$ cat config.mk
export PLATFORM = sky130hd
export DESIGN_NAME = wdc_top
export DESIGN_NICKNAME = d
export VERILOG_FILES = /design/src/rtl/wdc_pkg.sv /design/src/rtl/wdc_cnt_if.sv /design/src/rtl/wdc_top.sv /design/src/rtl/wdc_chain.sv
export SDC_FILE = /design/constraint.sdc
export NUM_CORES = 1
export LEC_CHECK = 0
export BUFFER_PORTS_ARGS = -buffer_cell sky130_fd_sc_hd__clkbuf_2
export CORE_ASPECT_RATIO = 0.75
export CORE_MARGIN = 2
export CORE_UTILIZATION = 35
export DETAILED_ROUTE_END_ITERATION = 7
export PLACE_DENSITY = 0.65
export SYNTH_ARGS = -nofsm -noshare
export SYNTH_HDL_FRONTEND = slang
export SYNTH_SLANG_ARGS = --single-unit
export TNS_END_PERCENT = 5
$ cat constraint.sdc
create_clock -name clk -period 4.55 [get_ports clk]
set_input_delay 0.455 -clock clk [delete_from_list [all_inputs] [get_ports clk]]
set_output_delay 0.455 -clock clk [all_outputs]
set_load 0.03 [all_outputs]
$ cat src/rtl/wdc_pkg.sv
package wdc_pkg;

   // ---------------------------------------------------------------
   // clock and rates
   // ---------------------------------------------------------------
   localparam int unsigned CLK_HZ      = 20_000_000;
   localparam int unsigned LOW_POWER_RC_CLOCK_HZ     = 32_000;
   // system clocks per low power rc tick, rounded down
   localparam int unsigned LOW_POWER_RC_CLOCK_DIV    = CLK_HZ / LOW_POWER_RC_CLOCK_HZ;
   localparam logic [9:0]  LOW_POWER_RC_CLOCK_DIV_M1 = 10'(LOW_POWER_RC_CLOCK_DIV - 1);

   // ---------------------------------------------------------------
   // prescaler and postscaler
   // ---------------------------------------------------------------
   localparam logic [6:0]  PRE_SHORT_M1 = 7'h1F;  // divide by 32
   localparam logic [6:0]  PRE_LONG_M1  = 7'h7F;  // divide by 128
   localparam int unsigned POST_W       = 15;
   localparam logic [14:0] POST_RST     = 15'h0000;

   // ---------------------------------------------------------------
   // configuration word layout
   // ---------------------------------------------------------------
   localparam int unsigned CFG_W       = 24;
   localparam int unsigned POST_LSB    = 0;   // postscale ratio 3:0
   localparam int unsigned PRESEL_BIT  = 4;
   localparam int unsigned HWEN_BIT    = 7;
   localparam int unsigned WINDOW_DISABLE_BIT_BIT  = 6;
   localparam int unsigned WINSEL_LSB  = 8;   // window select 9:8
   localparam logic [23:0] CFG_RST     = 24'h000000;
   localparam logic [23:0] CFG_LIVE    = 24'h0003DF; // implemented bits
   localparam logic [23:0] CFG_ERASED  = 24'h000000; // erased page value
   localparam logic [7:0]  PROT_RST    = 8'h00;

   // ---------------------------------------------------------------
   // power states
   // ---------------------------------------------------------------
   typedef enum logic [2:0] {
      WDC_RUN   = 3'b001,
      WDC_SLEEP = 3'b010,
      WDC_IDLE  = 3'b100
   } wdc_pwr_type;

endpackage : wdc_pkg

$ cat src/rtl/wdc_cnt_if.sv
`timescale 1ns/10ps
`default_nettype none

// counter controls from the top to the divider chain
interface wdc_cnt_if;
   logic        tick;      // one low power rc tick
   logic        clear;     // clear prescaler and postscaler
   logic        pre_long;  // divide by 128 when high
   logic [3:0]  ratio;     // postscale ratio selector
   logic [14:0] post_cnt;  // postscaler count
   logic [6:0]  pre_cnt;   // prescaler count
   logic        expire;    // one cycle timeout pulse

   modport top (output tick, clear, pre_long, ratio,
                input post_cnt, pre_cnt, expire);
   modport chain (input tick, clear, pre_long, ratio,
                  output post_cnt, pre_cnt, expire);
endinterface : wdc_cnt_if

`default_nettype wire

$ cat src/rtl/wdc_top.sv
// How it works
// - counter runs off low power rc tick
// - prescaler divides by 32 or 128
// - postscaler gives sixteen ratios up to 32768
// - finished clock switch clears all counts
// - power save entry and exit clear counts
// - clear instruction restarts counts before timeout
// - keeps counting asleep; timeout wakes device
// - hardware enable forces watchdog always on
// - otherwise software enable bit gates it
// - software enable cleared on every reset
// - timeout flag sticks until software clears
// - window disable low enables windowed clearing
// - reset reloads configuration from top flash
// - erasing last page erases config, protects
// - config bits 23:10 and bit 5 have no effect
// - rc clock stays on in sleep while enabled
`timescale 1ns/10ps
`default_nettype none

module wdc_top (
   input  wire logic        clk,
   input  wire logic        rst_b,
   input  wire logic        clear_instr,     // watchdog clear instruction
   input  wire logic        pwrsave_sleep,   // power save into sleep
   input  wire logic        pwrsave_idle,    // power save into idle
   input  wire logic        wake_event,      // other wake source
   input  wire logic        clk_switch_done, // clock switch completed
   input  wire logic        sw_enable_set,   // software enable write 1
   input  wire logic        sw_enable_clr,   // software enable write 0
   input  wire logic        timeout_clr,     // software clears flag
   input  wire logic [23:0] flash_cfg_word,  // top of flash config
   input  wire logic        last_page_erase, // last page erased
   output logic             low_power_rc_clock_enable,
   output logic             wdt_running,
   output logic             wake_out,
   output logic             reset_req,
   output logic             timeout_flag,
   output logic             software_enable_bit,
   output logic             code_protect,
   output logic [23:0]      cfg_shadow,
   output logic [14:0]      postscale_count
);

   wdc_cnt_if cnt ();

   logic [23:0]              cfg_q, cfg_d;
   logic                     load_q, load_d;
   logic                     prot_q, prot_d;
   logic                     swen_q, swen_d;
   logic                     flag_q, flag_d;
   logic                     rst_q, rst_d;
   logic                     wake_q, wake_d;
   logic                     en_q, en_d;
   logic [14:0]              post_q;
   logic [9:0]               div_q, div_d;
   logic                     tick_q, tick_d;
   wdc_pkg::wdc_pwr_type     pwr_q, pwr_d;
   logic                     enabled;
   logic                     win_open;
   logic                     early_clr;
   logic                     leave_save;
   logic [22:0]              elapsed;
   logic [22:0]              period;

   // ---------------------------------------------------------------
   // configuration shadow and enable
   // ---------------------------------------------------------------
   always_comb begin
      cfg_d  = cfg_q;
      load_d = 1'b0;
      prot_d = prot_q;
      if (load_q) begin
         cfg_d  = flash_cfg_word & wdc_pkg::CFG_LIVE;
         prot_d = 1'b0;
      end
      if (last_page_erase) begin
         cfg_d  = wdc_pkg::CFG_ERASED;
         prot_d = 1'b1;
      end
      swen_d = swen_q;
      if (sw_enable_set)
         swen_d = 1'b1;
      else if (sw_enable_clr)
         swen_d = 1'b0;
      enabled = cfg_q[wdc_pkg::HWEN_BIT] | swen_q;
      en_d    = enabled;
   end

   // ---------------------------------------------------------------
   // config registers; load runs one cycle after reset release
   // ---------------------------------------------------------------
   always_ff @(posedge clk or negedge rst_b) begin
      if (!rst_b) begin
         cfg_q  <= wdc_pkg::CFG_RST;
         load_q <= 1'b1;
         prot_q <= 1'b0;
         swen_q <= 1'b0;
         en_q   <= 1'b0;
      end else begin
         cfg_q  <= cfg_d;
         load_q <= load_d;
         prot_q <= prot_d;
         swen_q <= swen_d;
         en_q   <= en_d;
      end
   end

   // ---------------------------------------------------------------
   // low power rc tick divider
   // ---------------------------------------------------------------
   always_comb begin
      div_d  = div_q;
      tick_d = 1'b0;
      if (!enabled) begin
         div_d = 10'h000;
      end else if (div_q == wdc_pkg::LOW_POWER_RC_CLOCK_DIV_M1) begin
         div_d  = 10'h000;
         tick_d = 1'b1;
      end else begin
         div_d = 10'(div_q + 10'h001);
      end
   end

   always_ff @(posedge clk or negedge rst_b) begin
      if (!rst_b) begin
         div_q  <= 10'h000;
         tick_q <= 1'b0;
      end else begin
         div_q  <= div_d;
         tick_q <= tick_d;
      end
   end

   // ---------------------------------------------------------------
   // power state, window check, clears
   // ---------------------------------------------------------------
   always_comb begin
      pwr_d      = pwr_q;
      leave_save = 1'b0;
      unique case (pwr_q)
         wdc_pkg::WDC_RUN: begin
            if (pwrsave_sleep)
               pwr_d = wdc_pkg::WDC_SLEEP;
            else if (pwrsave_idle)
               pwr_d = wdc_pkg::WDC_IDLE;
         end
         wdc_pkg::WDC_SLEEP, wdc_pkg::WDC_IDLE: begin
            if (wake_event || (cnt.expire && enabled)) begin
               pwr_d      = wdc_pkg::WDC_RUN;
               leave_save = 1'b1;
            end
         end
         default: pwr_d = wdc_pkg::WDC_RUN;
      endcase
      // ticks since the last clear against the whole period, so the
      // window also works with a one to one postscaler
      elapsed = cfg_q[wdc_pkg::PRESEL_BIT]
                ? {1'h0, cnt.post_cnt, cnt.pre_cnt}
                : {3'h0, cnt.post_cnt, cnt.pre_cnt[4:0]};
      period  = 23'h000001 << ({1'h0, cfg_q[wdc_pkg::POST_LSB +: 4]}
                + (cfg_q[wdc_pkg::PRESEL_BIT] ? 5'h07 : 5'h05));
      unique case (cfg_q[wdc_pkg::WINSEL_LSB +: 2])
         2'h0:    win_open = elapsed >= 23'(period - (period >> 2));
         2'h1:    win_open = elapsed >= (period >> 1);
         2'h2:    win_open = elapsed >= (period >> 2);
         default: win_open = elapsed >= (period >> 3);
      endcase
      early_clr = clear_instr && enabled && (pwr_q == wdc_pkg::WDC_RUN)
                  && !cfg_q[wdc_pkg::WINDOW_DISABLE_BIT_BIT] && !win_open;
      cnt.clear = !enabled || clk_switch_done
                  || ((pwrsave_sleep || pwrsave_idle)
                      && pwr_q == wdc_pkg::WDC_RUN)
                  || leave_save
                  || (clear_instr && pwr_q == wdc_pkg::WDC_RUN);
      cnt.tick     = tick_q;
      cnt.pre_long = cfg_q[wdc_pkg::PRESEL_BIT];
      cnt.ratio    = cfg_q[wdc_pkg::POST_LSB +: 4];
      // timeout flag: set wins over software clear
      flag_d = (flag_q && !timeout_clr) || (cnt.expire && enabled);
      rst_d  = (cnt.expire && enabled && pwr_q == wdc_pkg::WDC_RUN)
               || early_clr;
      wake_d = leave_save && !wake_event;
   end

   always_ff @(posedge clk or negedge rst_b) begin
      if (!rst_b) begin
         pwr_q  <= wdc_pkg::WDC_RUN;
         flag_q <= 1'b0;
         rst_q  <= 1'b0;
         wake_q <= 1'b0;
         post_q <= wdc_pkg::POST_RST;
      end else begin
         pwr_q  <= pwr_d;
         flag_q <= flag_d;
         rst_q  <= rst_d;
         wake_q <= wake_d;
         post_q <= cnt.post_cnt;
      end
   end

   // ---------------------------------------------------------------
   // divider chain
   // ---------------------------------------------------------------
   wdc_chain u_chain (
      .clk   (clk),
      .rst_b (rst_b),
      .cnt   (cnt)
   );

   // ---------------------------------------------------------------
   // outputs, all from flip-flops
   // ---------------------------------------------------------------
   assign low_power_rc_clock_enable         = en_q;
   assign wdt_running         = en_q;
   assign wake_out            = wake_q;
   assign reset_req           = rst_q;
   assign timeout_flag        = flag_q;
   assign software_enable_bit = swen_q;
   assign code_protect        = prot_q;
   assign cfg_shadow          = cfg_q;
   assign postscale_count     = post_q;

endmodule : wdc_top

`default_nettype wire

$ cat src/rtl/wdc_chain.sv
`timescale 1ns/10ps
`default_nettype none

// prescaler followed by a selectable postscaler
module wdc_chain (
   input  wire logic clk,
   input  wire logic rst_b,
   wdc_cnt_if.chain  cnt
);

   logic [6:0]  pre_q,  pre_d;
   logic [14:0] post_q, post_d;
   logic        exp_q,  exp_d;
   logic        pre_end;
   logic [14:0] post_top;

   // ---------------------------------------------------------------
   // next count
   // ---------------------------------------------------------------
   always_comb begin
      pre_end  = cnt.pre_long ? (pre_q == wdc_pkg::PRE_LONG_M1)
                              : (pre_q == wdc_pkg::PRE_SHORT_M1);
      post_top = 15'((16'h0001 << cnt.ratio) - 16'h0001);
      pre_d    = pre_q;
      post_d   = post_q;
      exp_d    = 1'b0;
      if (cnt.clear) begin
         pre_d  = '0;
         post_d = wdc_pkg::POST_RST;
      end else if (cnt.tick) begin
         pre_d = pre_end ? 7'h00 : 7'(pre_q + 7'h01);
         if (pre_end) begin
            if (post_q >= post_top) begin
               post_d = wdc_pkg::POST_RST;
               exp_d  = 1'b1;
            end else begin
               post_d = 15'(post_q + 15'h0001);
            end
         end
      end
   end

   // ---------------------------------------------------------------
   // count registers, cleared by any reset
   // ---------------------------------------------------------------
   always_ff @(posedge clk or negedge rst_b) begin
      if (!rst_b) begin
         pre_q  <= 7'h00;
         post_q <= wdc_pkg::POST_RST;
         exp_q  <= 1'b0;
      end else begin
         pre_q  <= pre_d;
         post_q <= post_d;
         exp_q  <= exp_d;
      end
   end

   assign cnt.post_cnt = post_q;
   assign cnt.pre_cnt  = pre_q;
   assign cnt.expire   = exp_q;

endmodule : wdc_chain

`default_nettype wire

==> Word level (Yosys, flattened, before mapping) <==
Index checks and enable logic that the tools add are counted.
{ "totals": {"rom_bits": 0, "memories": 0, "latchBits": 0, "regBits": 83, "in_bits": 35, "mem_bits_rw": 0, "elab_cells": 101, "out_inout_bits": 46} }
{ "classes": {"eq_ne": 10, "div_mod_pow": 0, "reduce_logical": 31, "add_sub_neg": 6, "n_shift": 2, "mul": 0, "n_lt_le_gt_ge": 5, "muxes": 31, "bitwise": 1} }
{ "op_table": {"columns": ["cell", "n"], "rows": [
  ["$mux 15", 4],
  ["$mux 24", 2],
  ["$ge 22x23->1", 1],
  ["$shl 1x5->23 const A", 1],
  ["$sub 23x21->23", 1],
  ["$ge 22x20->1", 1],
  ["$ge 22x21->1", 1],
  ["$ge 22x22->1", 1],
  ["$mux 22", 1],
  ["$mux 7", 3],
  ["$mux 10", 2],
  ["$add 15x1->15 const B", 1],
  ["$ge 15x15->1", 1],
  ["$shl 1x4->15 const A", 1],
  ["$sub 15x1->15 const B", 1],
  ["$mux 1", 13],
  ["$add 10x1->10 const B", 1],
  ["$eq 10x10->1 const B", 1],
  ["$logic_and 1x1->1", 10],
  ["$mux 3", 3],
  ["$logic_or 1x1->1", 8],
  ["$reduce_bool 2->1", 4],
  ["$add 7x1->7 const B", 1],
  ["$eq 7x5->1 const B", 1],
  ["17 further kinds", 22]
]} }

==> Logic depth before layout (Yosys ltp) <==
Gate-level depths: netlist of the first run.
{ "depth": {"depth_word": 9, "mapped_depth": 24, "depth_no_buf": 23} }

==> Modules after synthesis <==
Synthesis of the first run repeated with hierarchy kept, for this count alone.
{ "unflattened": {"hier_cells": 768, "area_unflattened_um2": 6874.1} }
{ "by_module_without_submodules": {"columns": ["mod", "area_each_um2", "instances", "seq_area_each_um2", "cells_per_inst"], "rows": [
  ["wdc_top", 5052.3, 1, 1128.6, 568],
  ["wdc_chain", 1821.7, 1, 575.6, 200]
]} }

==> Worst setup path after synthesis of the first run <==
Ideal clock, no wire load.
{ "synth_path": {"path_type": "register to register", "start": "register cfg_q[1], in the netlist cfg_shadow[1]", "end": "register rst_q, in the netlist reset_req", "setup_time_ns": 0.122, "t_required_ns": 4.428, "slack_ns": -0.245, "n_path_buf": 1, "period_less_slack_ns": 4.795, "path_stages_with_launch": 22, "t_arrival_ns": 4.673, "cell_sequence": "dfrtp_1 > ha_1 > buf_6 > xor2_1 > and2_1 > nand2_1 > ha_1 > a211o_1 > nor3_1 > o31ai_4 > a2111oi_2 > or2_2 > xnor2_1 > ha_1 > nand4_1 > nor4_1 > a21oi_1 > o21ai_0 > a32o_1 > a2111oi_0 > or4_1 > o2bb2ai_1"} }
{ "synth_between": {"elab_chain_len": 8, "elab_cells_between_ends": 11, "classes_between": "add/sub: 2; order compare: 4; shift: 1; mux: 1; reduce/logical: 3"} }
{ "synth_lines": {"columns": ["item", "line_no", "rtl"], "rows": [
  ["from (decl)", "wdc_top.sv:47", "logic [23:0] cfg_q, cfg_d;"],
  ["from (signal assigned)", "wdc_top.sv:95", "cfg_q <= wdc_pkg::CFG_RST;"],
  ["from (signal assigned)", "wdc_top.sv:101", "cfg_q <= cfg_d;"],
  ["$add 4x3->5 *", "wdc_top.sv:162", "+ (cfg_q[wdc_pkg::PRESEL_BIT] ? 5'h07 : 5'h05));"],
  ["$shl 1x5->23 *", "wdc_top.sv:161", "period = 23'h000001 << ({1'h0, cfg_q[wdc_pkg::POST_LSB +: 4]}"],
  ["$sub 23x21->23", "wdc_top.sv:164", "2'h0: win_open = elapsed >= 23'(period - (period >> 2));"],
  ["$ge 22x23->1", "wdc_top.sv:164", null],
  ["$pmux 1 s3 *", "wdc_top.sv:163", "unique case (cfg_q[wdc_pkg::WINSEL_LSB +: 2])"],
  ["$logic_not 1->1 *", "wdc_top.sv:170", "&& !cfg_q[wdc_pkg::WINDOW_DISABLE_BIT_BIT] && !win_open;"],
  ["$logic_and 1x1->1 *", "wdc_top.sv:170", null],
  ["$logic_or 1x1->1 *", "wdc_top.sv:182", "|| early_clr;"],
  ["net rst_d", "wdc_top.sv:52", "logic rst_q, rst_d;"],
  ["to (signal assigned)", "wdc_top.sv:196", "rst_q <= rst_d;"],
  ["to (decl)", "wdc_top.sv:52", null]
]} }
Mark *: on every way through the listed nets, which the timed path passes. The rest lies on a longest branch.
A chain may end at the register's enable or synchronous reset.

==> Final worst setup path of the first run <==
Ends and elaborated chain as after synthesis.

==> summary.txt, run 1 <==
Outcome
  – Outcome: finished, violations left
  – Failing checks: setup timing

Synth
  – Mapped Area: 6870 um2
  – Synth cell types: between 70 and 80
  – Synth top area share: between 20% and 30%
  – Synth Flop Type: dfrtp_1
  – Syn. warnings: 0
  – Syn Area/Cell: around 8.8 um2
  – Mapped Cells: between 700 and 800
  – Most area-consuming cells after synthesis: dfrtp_1, ha_1, a21oi_1, o21ai_0, a21o_1
  – Synth Register Bits: a little under 70
  – Asr flop ratio synth: 100%
  – Number of flops mapped to enable cells by yosys: 0
  – Cell type with the highest aggregate area in the netlist: dfrtp_1
  – Sequential element share of the synthesized area: 24.8%

Clock network
  – CTS tree: built
  – Total CTS buffers: 9
  – Root Driver: clkbuf_16
  – Clock H-tree levels: 3
  – Clock sink count: 68
  – Worst skew pair latency: ~0.33 ns
  – Clk buf depth: 2
  – Clk pin slew, worst setup/hold paths: approximately 0.060 ns

Die
  – Core Area: just under 20,000 um2
  – Io pins: 81
  – FP Rows: 44
  – Die Area: roughly 21,000 um2
  – Die height: approximately 130 um
  – Starting Density: 35.6%
  – Die span in x: 166 um

Power
  – Power Density: between 200 and 300 nW/um2
  – Clock power frac: about a third
  – Leakage: approximately 0.0045 uW
  – Sw Share: 34.3%
  – Worst vdd ir: 225 uV
  – Internal Power: 1550 uW
  – Combinational power share: between 30% and 40%
  – Sequential share of power: between 20 and 30%
  – Sw power: just over 800 uW

Timing
  – Slew Limit Headroom: between 20% and 30%
  – Final WS setup: -0.102 ns
  – Final period utilization: 102%
  – Final Max Slew Viols: 0
  – Worst Tran Pin Value: 1.08 ns
  – Skew final: between 0.009 and 0.01 ns
  – Setup TNS: -0.102 ns
  – RSZ-0062 raised after global routing: true
  – Final min period: 4.65 ns
  – # setup viols final: 1
  – F_max: approximately 210 MHz
  – Final hold vios: 0

Global routing
  – GRT Total Usage: between 10% and 20%
  – Global-route wire length before repair: between 30,000 and 40,000 um
  – Vias in the first global route: 5,838
  – Grt total ovfl: 0
  – Initial antenna violation count: 0
  – Largest net degree at the start of global routing: 69

Cells and area
  – Leading cell type in the layout, fill and taps excluded: ha_1
  – Most frequent cells in the layout: ha_1, buf_4, dfrtp_1
  – Antenna fix cells: 0
  – Nets@finish: around 1.1k
  – Post-route insts no fill: ~1.2k
  – FF+latch area: between 1500 and 2000 um2
  – Syn-to-layout area delta: 26.6%
  – Layout cell share with drive strength beyond 1: between 20% and 30%
  – Fill count: between 1.5k and 2k
  – Multi-input gate area: 5300 um2

Worst setup path
  – CP endpoint kind: flop
  – CP Cell Sequence: ha_4 -> xor2_2 -> and2_4 -> nand2_4 -> ha_4 -> o211ai_1 -> nand2_1 -> nand2_2 -> buf_6 -> o31ai_4 -> a2111oi_4 -> or2_4 -> xnor2_2 -> ha_4 -> nand4_1 -> nor4_2 -> a21oi_1 -> o21ai_1 -> a32o_2 -> a2111oi_4 -> or4_4 -> o2bb2ai_2
  – Worst EP required: around 4.8 ns
  – CP Max Fanout: 4
  – Crit path max-delay cell type: or4_4
  – Crit-path most repeated cell: ha_4
  – Largest stage delay on the critical path: 0.59 ns
  – Worst EP arrival: about 4.9 ns
  – Crit path kind: reg -> reg
  – CP startpoint kind: flop
  – Worst r2r src: cfg_shadow[1]
  – R2R depth: 22
  – R2r setup slk: -0.10 ns
  – Reg-to-Reg End: reset_req

Drt
  – Routed WL per cell: ~15 um
  – Routed Antenna Nets: 0
  – Vias/cell: approximately 5.2
  – DRC: 0
  – Iteration-0 DRC Markers: 478
  – Pre-antenna DRT Iters: 5
  – Total wire length: between 15,000 and 20,000 um
  – Via count: slightly above 6k

Hold path
  – Hold endpoint: software_enable_bit
  – Hold Path Class: in -> reg
  – Hold Startpoint: sw_enable_set
  – WHS Path Cells: 2

Place
  – GP Congestion: 0.867
  – DP Cell Count: 1,146
  – Port bufs: 50
  – Detailed placement HPWL: 14,200 um

Job
  – Max-cap violation count: 0
==> synthesized netlist by cell type (3+ instances only) <==
library cell and n:
clkbuf_1 13, nand2b_1 11, o31ai_1 4, or4_1 5, xor2_1 14, nor2b_1 6, dfrtp_1 66, inv_1 42
a21oi_1 53, a2111oi_2 3, a21o_1 32, and3_1 15, nand2_1 60, nor3b_1 13, nand3_1 27, o31a_1 3
o21ai_0 50, or2_2 4, a2111oi_0 3, a211oi_1 3, or3_1 6, and4_1 4, a31oi_1 4, nor2_1 60
nor4_1 7, nor3_1 8, o211ai_1 3, ha_1 126, mux2i_1 13, o21a_1 9, and2_1 5, buf_4 18
nand4_1 14, xnor2_1 14, mux2_2 12
==> layer usage <==
layer | vias to the layer above | wire (um) | track usage (%)
li1 | 3118 | - | -
met1 | 2936 | 9490 | 26.9
met4 | 0 | 48 | 1.84
met3 | 6 | 1160 | 4.50
met5 | - | 0 | 0
met2 | 136 | 7530 | 25.7
==> repair_timing <==
action / in CTS / in global routing
gates resized for setup: 55 / 9
cloned: 0 / 0
buffers inserted: 12 / 8
hold buffers: 0 / 0
pin swaps: 30 / 28
setup endpoints to repair: 1 / 1
==> layout make-up <==
class	count	share of cell area [%]
repair buffers	132	10.3
well taps	253	3.64
flip-flops and latches	68	19.6
inverters	42	1.81
multi-input cells	671	60.9
clock inverters	7	1.14
clock buffers	9	2.59
==> worst max-delay path by stage <==
stage,startpoint,to,slack (ns)
floorplan,cfg_shadow[1],reset_req,0.004
CTS,cfg_shadow[1],reset_req,0.02
global route,cfg_shadow[1],reset_req,-0.27
detailed placement,cfg_shadow[1],reset_req,-0.32
global placement,cfg_shadow[1],reset_req,-0.22
finish,cfg_shadow[1],reset_req,-0.10
==> registers in the layout (all words and copies together) (netlist names) <==
signal and count:
cfg_shadow 9, software_enable_bit 1, u_chain.cnt.pre_cnt 7, u_chain.cnt.expire 1, cnt.tick 1, u_chain.cnt.post_cnt 15
pwr_q 3, low_power_rc_clock_enable 1, reset_req 1, postscale_count 15, div_q 10, code_protect 1
wake_out 1, timeout_flag 1, load_q 1
==> worst max-delay path: cells and delay by family, from the launching register on <==
kind / cells / cell delay (ns)
AOI/OAI and AO/OA: 8 / 1.18
DFF: 1 / 0.43
xor gates and xnor gates: 2 / 0.29
adders and majority gates: 3 / 0.77
and+or+nand+nor: 8 / 1.74
buffers and inverters: 1 / 0.12
==> logic make-up (layout without fill, tap and decap cells) <==
kind of cell / Yosys count / after routing / synth area share, %
XOR/XNOR: 28 / 28 / 3.57
buffers and inverters: 77 / 190 / 5.43
other: 2 / 35 / 0.109
AO/OA/AOI/OAI: 199 / 199 / 19.6
adder cells (fa/ha/maj): 127 / 127 / 23.2
AND/OR/NAND/NOR: 256 / 256 / 19.1
multiplexers: 26 / 26 / 4.19
flip-flops: 68 / 68 / 24.8
==> power groups by stage <==
stage / clock network (uW) / logic [uW] / registers [uW]
floorplan: 0 / 544 / 695
global placement: 0 / 765 / 692
finish: 760 / 917 / 683
CTS: 768 / 871 / 683
global route: 801 / 1010 / 689
detailed placement: 0 / 779 / 692
==> stage by stage <==
step                      hold slack [ns]  total power, uW  util, %  instance area, um2  setup slack, ns
after global placement              0.446             1460     40.8                7890           -0.220
after detailed placement            0.441             1470     40.8                7890           -0.317
after CTS                           0.290             2320     44.4                8580           0.0248
after floorplan                     0.159             1240        -                7080          0.00400
after global routing                0.292             2500     45.0                8700           -0.273
final                               0.297             2360     45.0                8700           -0.102
(Power assumes the default switching activity.)
==> run 2: changes to the inputs <==
--- a/constraint.sdc
+++ b/constraint.sdc
@@ -3,2 +3,2 @@
 set_output_delay 0.455 -clock clk [all_outputs]
-set_load 0.03 [all_outputs]
+set_load 0.005 [all_outputs]
==> summary.txt, run 2 (same netlist as run 1, synthesis figures left out) <==
Outcome
  – Outcome: finished, violations left (unchanged)
  – Failing checks: setup timing (unchanged)

Drt
  – Routed WL per cell: 15.2 um (was 15.4 um)
  – Via count: 6,141 (was 6,196)
  – Vias/cell: 5.21 (was 5.24)
  – Pre-antenna DRT Iters: 5 (unchanged)
  – Routed Antenna Nets: 0 (unchanged)
  – Total wire length: 17,900 um (was 18,200 um)
  – Iteration-0 DRC Markers: 458 (was 478)
  – DRC: 0 (unchanged)

Place
  – Port bufs: 50 (unchanged)
  – Detailed placement HPWL: 13,900 um (was 14,200 um)
  – GP Congestion: 0.874 (was 0.867)
  – Dpl ws: -0.346 ns (was -0.317 ns)

Clock network
  – Worst skew pair latency: 0.34 ns (was 0.33 ns)
  – Total CTS buffers: 9 (unchanged)
  – Hold Buf Count CTS: 0 (unchanged)
  – Clock H-tree levels: 3 (unchanged)
  – Clock sink count: 68 (unchanged)
  – Clk buf depth: 2 (unchanged)
  – CTS tree: built (unchanged)
  – Root Driver: clkbuf_16 (unchanged)
  – Clk pin slew, worst setup/hold paths: 0.06 ns (about the same)

Timing
  – Final min period: 4.59 ns (was 4.65 ns)
  – F_max: 218 MHz (was 215 MHz)
  – # setup viols final: 1 (unchanged)
  – Slew Limit Headroom: 26.9% (was 26.7%)
  – Skew final: 0.00756 ns (was 0.00909 ns)
  – Worst Tran Pin Value: 1.07 ns (was 1.08 ns)
  – Final Max Slew Viols: 0 (unchanged)
  – Final WS setup: -0.0356 ns (was -0.102 ns)
  – Final period utilization: 101% (was 102%)
  – Final hold vios: 0 (unchanged)
  – RSZ-0062 raised after global routing: true (unchanged)

Job
  – Max-cap violation count: 0 (unchanged)

Global routing
  – Met1 usage: 27.5% (was 26.9%)
  – Grt total ovfl: 0 (unchanged)
  – Global-route wire length before repair: 30,200 um (was 30,100 um)
  – Largest net degree at the start of global routing: 69 (unchanged)
  – M2 GR Usage: 25.8% (was 25.7%)
  – GR Util met3: 3.10% (was 4.50%)
  – GRT busiest layer: met1 (unchanged)
  – Vias in the first global route: 5,848 (was 5,838)
  – GRT Total Usage: 17.6% (about the same)
  – Initial antenna violation count: 0 (unchanged)

Worst setup path
  – Crit-path most repeated cell: ha_4 (unchanged)
  – CP startpoint kind: flop (unchanged)
  – Critical path depth: 20 (was 22)
  – R2r setup slk: -0.04 ns (was -0.10 ns)
  – Worst r2r src: cfg_shadow[1] (unchanged)
  – CP Max Fanout: 6 (was 4)
  – Crit path max-delay cell type: or4_4 (unchanged)
  – Crit path kind: reg -> reg (unchanged)
  – Critical Path Sink: reset_req (unchanged)
  – R2R depth: 20 (was 22)
  – Worst EP required: 4.77 ns (about the same)
  – CP Cell Sequence: ha_4 -> nor2b_4 -> nand2_4 -> ha_4 -> nand3_2 -> o211ai_4 -> nor3_4 -> o31ai_4 -> a2111oi_4 -> or2_4 -> xnor2_2 -> ha_1 -> nand4_1 -> nor4_2 -> a21oi_1 -> o21ai_1 -> a32o_2 -> a2111oi_2 -> or4_4 -> o2bb2ai_2 (was ha_4 -> xor2_2 -> and2_4 -> nand2_4 -> ha_4 -> o211ai_1 -> nand2_1 -> nand2_2 -> buf_6 -> o31ai_4 -> a2111oi_4 -> or2_4 -> xnor2_2 -> ha_4 -> nand4_1 -> nor4_2 -> a21oi_1 -> o21ai_1 -> a32o_2 -> a2111oi_4 -> or4_4 -> o2bb2ai_2)
  – Reg-to-Reg End: reset_req (unchanged)
  – Delay-heaviest family, CP: simple AND/OR/NAND/NOR gates (unchanged)
  – WP buf/inv: 0 (was 1)
  – Worst EP arrival: 4.81 ns (was 4.87 ns)
  – Largest stage delay on the critical path: 0.50 ns (was 0.59 ns)
  – CP endpoint kind: flop (unchanged)
  – Worst Setup SP: cfg_shadow[1] (unchanged)

Cells and area
  – Leading cell type in the layout, fill and taps excluded: ha_1 (unchanged)
  – Antenna fix cells: 0 (unchanged)
  – Syn-to-layout area delta: 25.1% (was 26.6%)
  – Layout cell share with drive strength beyond 1: 24.4% (was 25.2%)
  – Util after Layout: 44.5% (was 45.0%)
  – Most frequent cells in the layout: ha_1, buf_4, dfrtp_1 (unchanged)
  – Fill count: 1,856 (was 1,874)
  – Nets@finish: 1,083 (was 1,086)

Die
  – Starting Density: 35.6% (unchanged)
  – Core Area: 19,300 um2 (unchanged)
  – Die Area: 20,800 um2 (unchanged)
  – Die span in x: 166 um (unchanged)
  – Io pins: 81 (unchanged)
  – FP Rows: 44 (unchanged)
  – Die height: 125 um (unchanged)

Power
  – Worst vdd ir: 207 uV (was 225 uV)
  – Leakage: 0.00442 uW (was 0.00447 uW)
  – Power Density: 256 nW/um2 (was 271 nW/um2)

Hold path
  – Hold Path Class: in -> async (was in -> reg)
-- run 2: where the power goes --
| group | internal [uW] | switching (uW) | total [uW] |
|---|---|---|---|
| combinational | 410 | 457 | 867 |
| clock | 371 | 277 | 648 |
| sequential | 642 | 43.2 | 685 |
| total | 1420 | 777 | 2200 |
-- run 2: cell type report --
class                   count  area [um2]  area share, %
clock buffers              11         233           2.71
clock inverters             5        37.5          0.437
inverters                  42         158           1.83
multi-input cells         671        5270           61.4
flip-flops and latches     68        1710           19.9
well taps                 253         317           3.68
repair buffers            129         870           10.1
-- run 2: through the flow --
step	hold slack [ns]	cell area [um2]	setup TNS [ns]	total power [uW]	std cells
2_1_floorplan	0.159	7040	0	1200	816
3_3_place_gp	0.442	7880	-0.294	1430	1148
3_5_place_dp	0.448	7880	-0.346	1440	1148
4_1_cts	0.285	8500	-0.00157	2190	1176
5_1_grt	0.308	8590	-0.248	2340	1179
6_report	0.288	8590	-0.0356	2200	1179
-- run 2: repair_timing --
action,CTS,global route
buffers inserted,12,3
pin swaps,28,18
setup endpoints to repair,1,1
resized for setup,52,14
-- run 2: worst min-delay path by stage --
stage	from	to	slack [ns]	cells after the start
after floorplan	rst_b	cfg_shadow[0]	0.16	0
after global placement	u_chain.cnt.post_cnt[0]	postscale_count[0]	0.44	0
after detailed placement	u_chain.cnt.post_cnt[0]	postscale_count[0]	0.45	0
after CTS	sw_enable_set	software_enable_bit	0.28	2
after global routing	sw_enable_set	software_enable_bit	0.31	2
final	rst_b	postscale_count[10]	0.29	2
-- run 2: per-layer routing --
metal  vias up  wire, um
met4         0        95
li1       3112         -
met5         -         0
met2       126      7380
met1      2891      9590
met3        12       827
==> run 3: changes to the inputs <==
Settings changed: SETUP_SLACK_MARGIN set to 0.5.
==> summary.txt, run 3 (same netlist as run 1, synthesis figures left out) <==
Power
  – Worst vdd ir: 226 uV (was 207 uV)
  – Power Density: 257 nW/um2 (was 256 nW/um2)
  – Total power: 2260 uW (was 2200 uW)
  – Leakage: 0.00450 uW (was 0.00442 uW)

Global routing
  – Initial antenna violation count: 0 (unchanged)
  – Largest net degree at the start of global routing: 69 (unchanged)
  – Vias in the first global route: 6,007 (was 5,848)
  – Global-route wire length before repair: 30,800 um (was 30,200 um)
  – Grt total ovfl: 0 (unchanged)
  – GRT Total Usage: 18.0% (was 17.6%)

Cells and area
  – Leading cell type in the layout, fill and taps excluded: ha_1 (unchanged)
  – Util after Layout: 45.4% (was 44.5%)
  – Antenna fix cells: 0 (unchanged)
  – Syn-to-layout area delta: 27.7% (was 25.1%)
  – Fill count: 1,863 (was 1,856)
  – Most frequent cells in the layout: ha_1, buf_4, dfrtp_1 (unchanged)
  – Layout cell share with drive strength beyond 1: 26.9% (was 24.4%)
  – Final Instance Area: 8770 um2 (was 8590 um2)
  – Nets@finish: 1,098 (was 1,083)
  – Multi-input gate area: 5330 um2 (was 5270 um2)
  – FF+latch area: 1710 um2 (about the same)

Drt
  – Total wire length: 18,100 um (was 17,900 um)
  – Vias/cell: 5.19 (was 5.21)
  – Pre-antenna DRT Iters: 7 (was 5)
  – Routed WL per cell: 15.2 um (about the same)
  – Routed Antenna Nets: 0 (unchanged)
  – Iteration-0 DRC Markers: 421 (was 458)
  – DRC: 0 (unchanged)
  – Via count: 6,193 (was 6,141)

Die
  – Starting Density: 35.6% (unchanged)
  – FP Rows: 44 (unchanged)
  – Io pins: 81 (unchanged)
  – Die height: 125 um (unchanged)
  – Core Area: 19,300 um2 (unchanged)
  – Die Area: 20,800 um2 (unchanged)
  – Die span in x: 166 um (unchanged)

Clock network
  – Clock sink count: 68 (unchanged)
  – Clk pin slew, worst setup/hold paths: 0.06 ns (about the same)
  – Worst skew pair latency: 0.33 ns (was 0.34 ns)
  – Root Driver: clkbuf_16 (unchanged)
  – CTS tree: built (unchanged)
  – Total CTS buffers: 9 (unchanged)
  – Clock H-tree levels: 3 (unchanged)
  – Clk buf depth: 2 (unchanged)
  – Hold Buf Count CTS: 0 (unchanged)

Worst setup path
  – Reg-to-Reg End: reset_req (unchanged)
  – Worst r2r src: cfg_shadow[4] (was cfg_shadow[1])
  – R2R depth: 20 (unchanged)
  – CP Max Fanout: 6 (unchanged)
  – Worst EP arrival: 4.68 ns (was 4.81 ns)
  – Worst EP required: 4.76 ns (was 4.77 ns)
  – CP endpoint kind: flop (unchanged)
  – CP startpoint kind: flop (unchanged)
  – R2r setup slk: 0.09 ns (was -0.04 ns)
  – Crit path kind: reg -> reg (unchanged)

Job
  – Max-cap violation count: 0 (unchanged)

Timing
  – RSZ-0062 raised after global routing: true (unchanged)
  – Final period utilization: 98.1% (was 101%)
  – Final hold vios: 0 (unchanged)
  – Final Max Slew Viols: 0 (unchanged)
  – # setup viols final: 0 (was 1)
  – Worst Tran Pin Value: 0.992 ns (was 1.07 ns)
  – F_max: 224 MHz (was 218 MHz)
  – Slew Limit Headroom: 33.0% (was 26.9%)
  – Final WS setup: 0.0875 ns (was -0.0356 ns)
  – Skew final: 0.00816 ns (was 0.00756 ns)
  – Final min period: 4.46 ns (was 4.59 ns)

Place
  – Detailed placement HPWL: 14,100 um (was 13,900 um)
  – GP Congestion: 0.887 (was 0.874)
  – Dpl ws: -0.158 ns (was -0.346 ns)
  – Port bufs: 50 (unchanged)
  – Post-placement cell area: 8010 um2 (was 7880 um2)

Hold path
  – Hold Path Class: in -> async (unchanged)

Outcome
  – Outcome: complete, no violations (was finished, violations left)
run 3: stage by stage:
stage	hold slack, ns	std cells	setup TNS, ns
after floorplan	0.159	816	0
after global placement	0.444	1154	-0.0801
after detailed placement	0.439	1154	-0.158
after CTS	0.290	1185	0
after global routing	0.309	1194	-0.106
final	0.296	1194	0
run 3: per-layer routing:
metal	GRT usage [%]	wire (um)
met1	26.8	9340
met3	4.02	1100
met4	2.76	85
met5	0	0
met2	26.8	7590
run 3: worst max path at each step:
stage                        startpoint        end  slack (ns)  cells past startpoint
final                     cfg_shadow[4]  reset_req        0.09                     20
after global routing      cfg_shadow[4]  reset_req       -0.11                     22
after CTS                 cfg_shadow[1]  reset_req        0.04                     21
after detailed placement  cfg_shadow[4]  reset_req       -0.16                     21
after global placement    cfg_shadow[4]  reset_req       -0.08                     21
after floorplan           cfg_shadow[4]  reset_req        0.20                     21
run 3: area by class of cell:
cell class,count,area share (%)
Sequential cell,68,19.5
Tap cell,253,3.61
Clock buffer,10,2.72
Clock inverter,6,0.528
Timing Repair Buffer,144,11.2
Inverter,42,1.80
Multi-Input combinational cell,671,60.7
run 3: worst max-delay path, stage by stage, from the launching register on:
cell and delay [ns]:
dfrtp_2 0.42, ha_4 0.33, nor2b_4 0.19, nand2_4 0.09
ha_4 0.29, o21a_1 0.17, o31ai_4 0.11, a2111oi_4 0.46
o31ai_4 0.13, a21oi_2 0.19, buf_4 0.14, a311oi_2 0.09
ha_1 0.32, nand2_2 0.06, nor4_2 0.24, a21oi_1 0.06
o21ai_1 0.08, a32o_2 0.22, a2111oi_4 0.07, or4_4 0.53
o2bb2ai_2 0.14
run 3: timing repair:
item                       CTS  global route
buffers inserted            15             9
resized for setup           36            23
pin swaps                   30            27
setup endpoints to repair   14            17
run 3: where the power goes:
| part | total (uW) | internal (uW) | switching [uW] |
|---|---|---|---|
| clock | 661 | 387 | 274 |
| combinational | 914 | 446 | 468 |
| sequential | 683 | 642 | 41.2 |
